==> src/hdl/hp_slot_pkg.sv <==
// constants for the hot-plug slot control and status register pair
package hp_slot_pkg;

  // ************************************************************
  // register location
  // ************************************************************
  localparam logic [7:0] SLOT_REG_OFFSET = 8'h80;

  // ************************************************************
  // slot control field positions
  // ************************************************************
  localparam int CTL_ABP_EN   = 0;
  localparam int CTL_PF_EN    = 1;
  localparam int CTL_MRL_EN   = 2;
  localparam int CTL_PDC_EN   = 3;
  localparam int CTL_CC_EN    = 4;
  localparam int CTL_HPI_EN   = 5;
  localparam int CTL_ATTN_LO  = 6;
  localparam int CTL_PWRI_LO  = 8;
  localparam int CTL_PWR_OFF  = 10;
  localparam int CTL_ILK_EN   = 11;
  localparam int CTL_DLL_EN   = 12;
  localparam int CTL_W        = 13;

  // ************************************************************
  // slot status field positions
  // ************************************************************
  localparam int STS_ABP      = 16;
  localparam int STS_PF       = 17;
  localparam int STS_MRLC     = 18;
  localparam int STS_PDC      = 19;
  localparam int STS_CC       = 20;
  localparam int STS_MRL      = 21;
  localparam int STS_PRES     = 22;
  localparam int STS_ILK      = 23;
  localparam int STS_DLLSC    = 24;

  // ************************************************************
  // sticky flag indices and pin indices
  // ************************************************************
  localparam int FLG_ABP      = 0;
  localparam int FLG_PF       = 1;
  localparam int FLG_MRLC     = 2;
  localparam int FLG_PDC      = 3;
  localparam int FLG_CC       = 4;
  localparam int FLG_DLLSC    = 5;
  localparam int FLG_W        = 6;
  localparam int PIN_ABP      = 0;
  localparam int PIN_PF       = 1;
  localparam int PIN_MRL      = 2;
  localparam int PIN_PRES     = 3;
  localparam int PIN_ILK      = 4;
  localparam int PIN_W        = 5;

  // ************************************************************
  // indicator encodings and reset values
  // ************************************************************
  localparam logic [1:0] IND_ON    = 2'h1;
  localparam logic [1:0] IND_BLINK = 2'h2;
  localparam logic [1:0] IND_OFF   = 2'h3;
  localparam logic [1:0] ATTN_RST  = IND_OFF;

endpackage

==> src/hdl/hotplug_slot_ctrl_status.sv <==
// slot control and slot status register pair of a downstream port
`timescale 1ns/1ps
// Contract
// RULE_01: pair decodes at 80h, downstream only
// RULE_02: bit 0 enables button-pressed event
// RULE_03: bit 1 enables power fault event
// RULE_04: bit 2 enables latch sensor change
// RULE_05: bit 3 enables presence change event
// RULE_06: bit 4 command-completed, unless no-support cap
// RULE_07: bit 5 master interrupt enable
// RULE_08: bits 7:6 attention indicator, write sends message
// RULE_09: bits 9:8 power indicator, strap-based reset
// RULE_10: bit 10 slot power off, strap-based reset
// RULE_11: bit 11 enables interlock event
// RULE_12: bit 12 enables link state change
// RULE_13: bits 16-19 sticky, write one clears
// RULE_14: bit 20 command completed, write one clears
// RULE_15: bit 21 live latch sensor state
// RULE_16: bit 22 live card presence
// RULE_17: no slot implemented, presence reads one
// RULE_18: bit 23 live interlock state
// RULE_19: bit 24 sets on link-active change
// RULE_20: link-active input follows active state
// RULE_21: capability bit 18 blocks command interrupt
// RULE_22: interrupt is master and enabled flags
// RULE_23: reserved bits read zero, ignore writes
module hotplug_slot_ctrl_status
  import hp_slot_pkg::*;
#(
  parameter bit DOWNSTREAM = 1'b1
) (
  input  wire logic        i_ref_clk,
  input  wire logic        i_rst_n,
  input  wire logic        i_cfg_wr,
  input  wire logic        i_cfg_rd,
  input  wire logic [7:0]  i_cfg_addr,
  input  wire logic [3:0]  i_cfg_be,
  input  wire logic [31:0] i_cfg_wdata,
  output logic      [31:0] o_cfg_rdata,
  output logic             o_cfg_ack,
  input  wire logic        i_cap_mrl_present,
  input  wire logic        i_cap_no_cmd_cpl,
  input  wire logic        i_slot_implemented,
  input  wire logic        i_dl_active,
  input  wire logic        i_cmd_done,
  input  wire logic        i_attn_button,
  input  wire logic        i_power_fault,
  input  wire logic        i_mrl_open,
  input  wire logic        i_presence,
  input  wire logic        i_electromech_interlock,
  output logic      [1:0]  o_attn_ind,
  output logic      [1:0]  o_pwr_ind,
  output logic             o_pwr_off,
  output logic             o_attn_msg,
  output logic             o_pwr_msg,
  output logic             o_cmd_issued,
  output logic             o_hp_int,
  output logic             o_wake
);

  // ************************************************************
  // declarations
  // ************************************************************
  logic [CTL_W-1:0]  ctrl_q;
  logic              init_q;
  logic [PIN_W-1:0]  pins;
  logic [PIN_W-1:0]  pins_q;
  logic              dl_q;
  logic              hit;
  logic              wr_hit;
  logic              rd_hit;
  logic [FLG_W-1:0]  flg_set;
  logic [FLG_W-1:0]  flg_clr;
  logic [FLG_W-1:0]  flags;
  logic [FLG_W-1:0]  flg_en;
  logic              ilk_evt;
  logic              presence_rd;
  logic [31:0]       rd_word;
  logic              cmd_en;

  // ************************************************************
  // decode
  // ************************************************************
  // RULE_01: downstream-only decode
  assign hit    = DOWNSTREAM && (i_cfg_addr == SLOT_REG_OFFSET);
  assign wr_hit = i_cfg_wr && hit && init_q;
  assign rd_hit = i_cfg_rd && hit;

  // ************************************************************
  // slot pin synchronisers
  // ************************************************************
  hp_pin_sync #(
    .W (PIN_W)
  ) u_pin_sync (
    .i_ref_clk (i_ref_clk),
    .i_rst_n   (i_rst_n),
    .i_pin     ({i_electromech_interlock, i_presence, i_mrl_open,
                 i_power_fault, i_attn_button}),
    .o_level   (pins)
  );

  // RULE_20: link-active level sampled
  always_ff @(posedge i_ref_clk or negedge i_rst_n) begin
    if (!i_rst_n) begin
      pins_q <= '0;
      dl_q   <= 1'b0;
    end else begin
      pins_q <= pins;
      dl_q   <= i_dl_active;
    end
  end

  // ************************************************************
  // slot control register
  // ************************************************************
  // RULE_09: strap picks power indicator reset
  // RULE_10: strap picks power controller reset
  always_ff @(posedge i_ref_clk or negedge i_rst_n) begin
    if (!i_rst_n) begin
      init_q <= 1'b0;
      ctrl_q <= '0;
    end else if (!init_q) begin
      init_q                             <= 1'b1;
      ctrl_q                             <= '0;
      ctrl_q[CTL_ATTN_LO+1:CTL_ATTN_LO]  <= ATTN_RST;
      ctrl_q[CTL_PWRI_LO+1:CTL_PWRI_LO]  <= i_cap_mrl_present ?
                                            IND_OFF : IND_ON;
      ctrl_q[CTL_PWR_OFF]                <= i_cap_mrl_present;
    end else if (wr_hit) begin
      // RULE_23: only implemented bits take writes
      if (i_cfg_be[0]) begin
        ctrl_q[7:0] <= i_cfg_wdata[7:0];
      end
      if (i_cfg_be[1]) begin
        ctrl_q[CTL_W-1:8] <= i_cfg_wdata[CTL_W-1:8];
      end
    end
  end

  // RULE_08: attention write sends message
  // RULE_09: power indicator write sends message
  always_ff @(posedge i_ref_clk or negedge i_rst_n) begin
    if (!i_rst_n) begin
      o_attn_msg   <= 1'b0;
      o_pwr_msg    <= 1'b0;
      o_cmd_issued <= 1'b0;
    end else begin
      o_attn_msg   <= wr_hit && i_cfg_be[0];
      o_pwr_msg    <= wr_hit && i_cfg_be[1];
      o_cmd_issued <= wr_hit && (i_cfg_be[0] || i_cfg_be[1]);
    end
  end

  // RULE_08: attention indicator drive
  assign o_attn_ind = ctrl_q[CTL_ATTN_LO+1:CTL_ATTN_LO];
  // RULE_09: power indicator drive
  assign o_pwr_ind  = ctrl_q[CTL_PWRI_LO+1:CTL_PWRI_LO];
  // RULE_10: one turns slot power off
  assign o_pwr_off  = ctrl_q[CTL_PWR_OFF];

  // ************************************************************
  // event flags
  // ************************************************************
  // RULE_13: button, fault, latch, presence events
  assign flg_set[FLG_ABP]   = pins[PIN_ABP] && !pins_q[PIN_ABP];
  assign flg_set[FLG_PF]    = pins[PIN_PF] && !pins_q[PIN_PF];
  assign flg_set[FLG_MRLC]  = pins[PIN_MRL] ^ pins_q[PIN_MRL];
  assign flg_set[FLG_PDC]   = pins[PIN_PRES] ^ pins_q[PIN_PRES];
  // RULE_14: command completion latches
  assign flg_set[FLG_CC]    = i_cmd_done;
  // RULE_19: link-active change either way
  assign flg_set[FLG_DLLSC] = i_dl_active ^ dl_q;
  assign ilk_evt            = pins[PIN_ILK] ^ pins_q[PIN_ILK];

  // RULE_13: write one clears sticky flags
  assign flg_clr[FLG_ABP]   = wr_hit && i_cfg_be[2] && i_cfg_wdata[STS_ABP];
  assign flg_clr[FLG_PF]    = wr_hit && i_cfg_be[2] && i_cfg_wdata[STS_PF];
  assign flg_clr[FLG_MRLC]  = wr_hit && i_cfg_be[2] && i_cfg_wdata[STS_MRLC];
  assign flg_clr[FLG_PDC]   = wr_hit && i_cfg_be[2] && i_cfg_wdata[STS_PDC];
  assign flg_clr[FLG_CC]    = wr_hit && i_cfg_be[2] && i_cfg_wdata[STS_CC];
  assign flg_clr[FLG_DLLSC] = wr_hit && i_cfg_be[3] &&
                              i_cfg_wdata[STS_DLLSC];

  hp_sticky_flags #(
    .W (FLG_W)
  ) u_flags (
    .i_ref_clk (i_ref_clk),
    .i_rst_n   (i_rst_n),
    .i_set     (flg_set),
    .i_clr     (flg_clr),
    .o_flags   (flags)
  );

  // ************************************************************
  // interrupt and wakeup
  // ************************************************************
  // RULE_06: command interrupt needs support
  // RULE_21: capability bit blocks command path
  assign cmd_en = ctrl_q[CTL_CC_EN] && !i_cap_no_cmd_cpl;

  // RULE_02: button enable
  // RULE_03: fault enable
  // RULE_04: latch sensor enable
  // RULE_05: presence enable
  // RULE_12: link state enable
  assign flg_en = {ctrl_q[CTL_DLL_EN], cmd_en, ctrl_q[CTL_PDC_EN],
                   ctrl_q[CTL_MRL_EN], ctrl_q[CTL_PF_EN],
                   ctrl_q[CTL_ABP_EN]};

  // RULE_07: master enable gates interrupt
  // RULE_22: level until flags cleared
  always_ff @(posedge i_ref_clk or negedge i_rst_n) begin
    if (!i_rst_n) begin
      o_hp_int <= 1'b0;
    end else begin
      o_hp_int <= ctrl_q[CTL_HPI_EN] && (|(flags & flg_en));
    end
  end

  // RULE_11: interlock event enable
  always_ff @(posedge i_ref_clk or negedge i_rst_n) begin
    if (!i_rst_n) begin
      o_wake <= 1'b0;
    end else begin
      o_wake <= (|(flg_set & flg_en & ~(FLG_W'(1) << FLG_CC))) ||
                (ilk_evt && ctrl_q[CTL_ILK_EN]);
    end
  end

  // ************************************************************
  // read path
  // ************************************************************
  // RULE_16: live presence
  // RULE_17: no slot reads present
  assign presence_rd = i_slot_implemented ? pins[PIN_PRES] : 1'b1;

  // RULE_15: live latch sensor state
  // RULE_18: live interlock state
  // RULE_23: reserved read zero
  always_comb begin
    rd_word                        = 32'h0000_0000;
    rd_word[CTL_W-1:0]             = ctrl_q;
    rd_word[STS_ABP]               = flags[FLG_ABP];
    rd_word[STS_PF]                = flags[FLG_PF];
    rd_word[STS_MRLC]              = flags[FLG_MRLC];
    rd_word[STS_PDC]               = flags[FLG_PDC];
    rd_word[STS_CC]                = flags[FLG_CC];
    rd_word[STS_MRL]               = pins[PIN_MRL];
    rd_word[STS_PRES]              = presence_rd;
    rd_word[STS_ILK]               = pins[PIN_ILK];
    rd_word[STS_DLLSC]             = flags[FLG_DLLSC];
  end

  always_ff @(posedge i_ref_clk or negedge i_rst_n) begin
    if (!i_rst_n) begin
      o_cfg_rdata <= 32'h0000_0000;
      o_cfg_ack   <= 1'b0;
    end else begin
      o_cfg_rdata <= rd_hit ? rd_word : 32'h0000_0000;
      o_cfg_ack   <= i_cfg_rd || i_cfg_wr;
    end
  end
endmodule

==> src/hdl/hp_pin_sync.sv <==
// three-stage synchroniser with agreement filter for slot pins
`timescale 1ns/1ps
module hp_pin_sync #(
  parameter int W = 1
) (
  input  wire logic         i_ref_clk,
  input  wire logic         i_rst_n,
  input  wire logic [W-1:0] i_pin,
  output logic      [W-1:0] o_level
);

  logic [W-1:0] s1_q;
  logic [W-1:0] s2_q;
  logic [W-1:0] s3_q;

  always_ff @(posedge i_ref_clk or negedge i_rst_n) begin
    if (!i_rst_n) begin
      s1_q <= '0;
      s2_q <= '0;
      s3_q <= '0;
    end else begin
      s1_q <= i_pin;
      s2_q <= s1_q;
      s3_q <= s2_q;
    end
  end

  // level moves only where stages two and three agree
  always_ff @(posedge i_ref_clk or negedge i_rst_n) begin
    if (!i_rst_n) begin
      o_level <= '0;
    end else begin
      o_level <= (o_level & (s2_q ^ s3_q)) | (s3_q & ~(s2_q ^ s3_q));
    end
  end

endmodule

==> src/hdl/hp_sticky_flags.sv <==
// write-one-to-clear event flags where a set beats a clear
`timescale 1ns/1ps
module hp_sticky_flags #(
  parameter int W = 1
) (
  input  wire logic         i_ref_clk,
  input  wire logic         i_rst_n,
  input  wire logic [W-1:0] i_set,
  input  wire logic [W-1:0] i_clr,
  output logic      [W-1:0] o_flags
);

  always_ff @(posedge i_ref_clk or negedge i_rst_n) begin
    if (!i_rst_n) begin
      o_flags <= '0;
    end else begin
      o_flags <= (o_flags & ~i_clr) | i_set;
    end
  end

endmodule

==> config.mk <==
export PLATFORM = sky130hd
export DESIGN_NAME = hotplug_slot_ctrl_status
export DESIGN_NICKNAME = d
export VERILOG_FILES = /design/src/hdl/hp_slot_pkg.sv /design/src/hdl/hotplug_slot_ctrl_status.sv /design/src/hdl/hp_pin_sync.sv /design/src/hdl/hp_sticky_flags.sv
export SDC_FILE = /design/constraint.sdc
export NUM_CORES = 1
export LEC_CHECK = 0
export ABC_AREA = 1
export ABC_CLOCK_PERIOD_IN_PS = 1300
export BUFFER_PORTS_ARGS = -buffer_cell sky130_fd_sc_hd__buf_2
export CORE_ASPECT_RATIO = 0.5
export CORE_MARGIN = 5
export CORE_UTILIZATION = 47
export CTS_BUF_LIST = sky130_fd_sc_hd__clkbuf_2
export DETAILED_ROUTE_END_ITERATION = 10
export HOLD_SLACK_MARGIN = 0.06
export PLACE_DENSITY_LB_ADDON = 0.08
export SLEW_MARGIN = 5
export SYNTH_ARGS = -nofsm -noshare
export SYNTH_HDL_FRONTEND = slang
export SYNTH_HIERARCHICAL = 1
export SYNTH_SLANG_ARGS = --single-unit
==> constraint.sdc <==
create_clock -name i_ref_clk -period 1.3 [get_ports i_ref_clk]
set_clock_uncertainty 0.15 [all_clocks]
set_input_delay 0.195 -clock i_ref_clk [delete_from_list [all_inputs] [get_ports i_ref_clk]]
set_output_delay 0.195 -clock i_ref_clk [all_outputs]
set_load 0.05 [all_outputs]
==> run_results.csv <==
group,metric,value,unit
outcome,run_status,"complete, but fails checks",
outcome,failed_checks,"setup timing",
sta,finalHoldWorstSlack,0.139,ns
place,gp_routability_congestion,0.785,
critical_path,setup.worst_path.class,"flip-flop to output port",
clocking,insertion_delay,0.50,ns
synthesis,yosysWarningCount,6,
finish,finalNonFillerCells,547,
finish,num_antenna_cells,0,
detailed_routing,drt-wirelength-per-cell,12.0,um
sta,grt_setup_unrepaired,"true",
hold_path,hold_path_end,"o_cfg_rdata[24]$_DFF_PN0_",
critical_path,critical_path_peak_fanout,2,
finish,finalInstanceArea,4180,um2
detailed_routing,drt_iter0_drc,69,
critical_path,critical_path.startpoint_type,"flip-flop",
place,place.detailed.hpwl,4600,um
hold_path,hold_depth,7,
critical_path,required,0.95,ns
critical_path,cp_cell_sequence,"buf_6",
synthesis,synth-seq-cells,74,
synthesis,post_synth.cell_area_avg,9.18,um2
critical_path,regToRegSetupSlack,0.08,ns
power_and_ir_drop,p_per_area,1000,nW/um2
sta,finalWorstSetupSlack,-0.124,ns
critical_path,worst_path_cell_with_the_longest_stage_delay,"sky130_fd_sc_hd__dfrtp_1",
place,placed_area,3470,um2
clocking,cts-htree-levels,3,
die,die-width,122,um
synthesis,number_of_instances_in_the_synthesized_netlist,322,
critical_path,r2r_end,"u_flags/o_flags[5]$_DFF_PN0_",
power_and_ir_drop,vdd.ir_drop.worst,773,uV
sta,setup_violations,34,
synthesis,register_area_share_after_synthesis,62.6,%
detailed_routing,vias_per_cell,4.38,
sta,period_needed,1.42,ns
critical_path,r2r-start,"init_q$_DFF_PN0_",
detailed_routing,dr.pass1.iters,4,
hold_path,hold_path.startpoint,"i_cfg_addr[0]",
flow_run,cap_violations,0,
hold_path,hold_path.class,"input pin to flip-flop",
place,io_buffers,77,
finish,flow.area_growth_from_synthesis,41.5,%
clocking,clkSinkCount,74,
critical_path,worst_setup_path_end_kind,"output port",
detailed_routing,drtAntennaViolNets,0,
detailed_routing,wirelength,6550,um
die,fp.dieH,66.1,um
critical_path,family_with_the_most_delay_on_the_worst_path,"flip-flops",
finish,final_net_count,512,
detailed_routing,routed_vias,2398,
clocking,cts_buffers,9,
die,boundaryPins,101,
die,die-area,8070,um2
critical_path,critPathBufInv,1,
sta,totalNegativeSetupSlack,-3.31,ns
detailed_routing,drc,0,
sta,timing.final.hold_violations,0,
critical_path,worst_ep_arrival_time,1.08,ns
grt,pin_count_of_the_biggest_net_entering_global_routing,27,
finish,drive_above_1_share,26.1,%
critical_path,timing.critical_path.from,"ctrl_q[8]$_DFFE_PN0P_",
grt,first_global_vias,2475,
clocking,cts.path.max_buffers,2,
place,place_inst,488,
finish,layout.filler_cells,505,
clocking,cts.clk_slew.worst_paths,0.16,ns
synthesis,synth_area,2960,um2
sta,drv_slew,0,
synthesis,synth_cell_type_count,20,
grt,grt_first_pass_wirelength,11100,um
grt,grt_use_total,18.3,%
critical_path,worstRegToRegCells,6,
grt,antenna_violations_before_repair,0,
power_and_ir_drop,p_leak,2.35,nW
critical_path,worst_path_largest_cell_delay,0.44,ns
grt,gr-total-overflow,0,
die,placeableCoreArea,6080,um2
die,initial_core_util,48.6,%
die,placementRows,20,
clocking,clock-root-buffer,"sky130_fd_sc_hd__clkbuf_2",
clocking,clock_tree_from_tritoncts,"yes",
sta,max_freq,0.702,GHz
sta,post-route-period-util,110,%
==> repair_timing <==
| action | in CTS | in global routing |
|---|---|---|
| resized for setup | 68 | 3 |
| endpoints found under the hold margin | 127 | 0 |
| setup endpoints to repair | 42 | 49 |
| setup buffers | 5 | 0 |
| gates cloned | 0 | 0 |
| hold buffers | 38 | 0 |
==> how the worst max path moves through the flow <==
| stage | to | slack, ns | depth (start not counted) |
|---|---|---|---|
| final | o_pwr_ind[0] | -0.12 | 1 |
| after global routing | o_pwr_ind[1] | -0.23 | 1 |
| after CTS | o_pwr_ind[0] | -0.19 | 1 |
| after detailed placement | u_flags/o_flags[2]$_DFF_PN0_ | -0.16 | 10 |
| after global placement | u_flags/o_flags[3]$_DFF_PN0_ | -0.1 | 10 |
| after floorplan | u_flags/o_flags[5]$_DFF_PN0_ | 0.01 | 7 |
==> state kept, by name, summed over array words and instances (netlist names), 5 cells and up, named ones only <==
signal,flops
o_cfg_rdata,22
ctrl_q,13
u_pin_sync/s3_q,5
u_pin_sync/s2_q,5
pins_q,5
u_flags/o_flags,6
u_pin_sync/s1_q,5
==> cells by family (layout without fill, tap and decap cells) <==
| logic type | count (synthesis) | count (layout) | synth area share, % |
|---|---|---|---|
| other | 2 | 11 | 0.254 |
| AND/OR/NAND/NOR | 145 | 145 | 20.9 |
| flip-flops | 74 | 74 | 62.6 |
| buffers and inverters | 85 | 213 | 13.2 |
| AO/OA/AOI/OAI | 14 | 14 | 2.37 |
| XOR/XNOR | 2 | 2 | 0.593 |
==> metal layers <==
metal,up-vias,wire (um),global-route usage (%)
met4,0,114,6.00
li1,1196,-,-
met3,15,393,5.98
met2,59,3240,31.5
met1,1128,2810,22.0
met5,-,0,0
==> power breakdown <==
| group | leakage (nW) | internal (W) | switching [W] |
|---|---|---|---|
| sequential | 0.922 | 0.00241 | 0.0000711 |
| combinational | 1.37 | 0.000301 | 0.000414 |
| clock | 0.0631 | 0.000261 | 0.000730 |
==> final cells by class <==
cell class	instances	area, um2	area share, %
Sequential cell	74	1850	44.3
Timing Repair Buffer	132	1140	27.3
Multi-Input combinational cell	172	753	18.0
Inverter	65	244	5.83
Tap cell	88	110	2.63
Clock buffer	12	60.1	1.44
Clock inverter	4	18.8	0.449
==> placed cells by master (no fill, tap or decap), types with 5 or more instances in the layout <==
cell,count
sky130_fd_sc_hd__buf_4,14
sky130_fd_sc_hd__inv_1,65
sky130_fd_sc_hd__or2_2,5
sky130_fd_sc_hd__clkbuf_2,12
sky130_fd_sc_hd__conb_1,11
sky130_fd_sc_hd__a21oi_1,11
sky130_fd_sc_hd__nand3_1,30
sky130_fd_sc_hd__nor2_1,43
sky130_fd_sc_hd__dfrtp_1,73
sky130_fd_sc_hd__buf_2,43
sky130_fd_sc_hd__dlygate4sd3_1,38
sky130_fd_sc_hd__nand2_1,58
sky130_fd_sc_hd__buf_6,34
==> Yosys cell counts <==
master	count	area [um2]
sky130_fd_sc_hd__buf_2	3	15.0
sky130_fd_sc_hd__o21ai_0	3	15.0
sky130_fd_sc_hd__nor3_1	1	5.00
sky130_fd_sc_hd__or2_2	5	31.3
sky130_fd_sc_hd__dfrtp_1	74	1850
sky130_fd_sc_hd__nand2_1	60	225
sky130_fd_sc_hd__xor2_1	2	17.5
sky130_fd_sc_hd__a21oi_1	11	55.1
sky130_fd_sc_hd__and2_1	1	6.26
sky130_fd_sc_hd__nand3_2	1	10.0
sky130_fd_sc_hd__inv_1	65	244
sky130_fd_sc_hd__nor2_4	1	11.3
sky130_fd_sc_hd__nand3_1	30	150
sky130_fd_sc_hd__buf_1	1	3.75
sky130_fd_sc_hd__buf_6	2	22.5
sky130_fd_sc_hd__nor2_1	43	161
sky130_fd_sc_hd__nand4_1	2	12.5
sky130_fd_sc_hd__conb_1	2	7.51
sky130_fd_sc_hd__buf_4	14	105
sky130_fd_sc_hd__nand2_2	1	6.26
==> metrics by stage <==
stage          setup WS (ns)  power (W)  utilization (%)
6_report              -0.124    0.00419             68.8
3_3_place_gp         -0.0968    0.00306             57.1
4_1_cts               -0.189    0.00424             68.7
5_1_grt               -0.226    0.00445             68.8
3_5_place_dp          -0.158    0.00308             57.1
2_1_floorplan         0.0105    0.00289                -
Note: power is estimated with default switching activity, not from simulation.
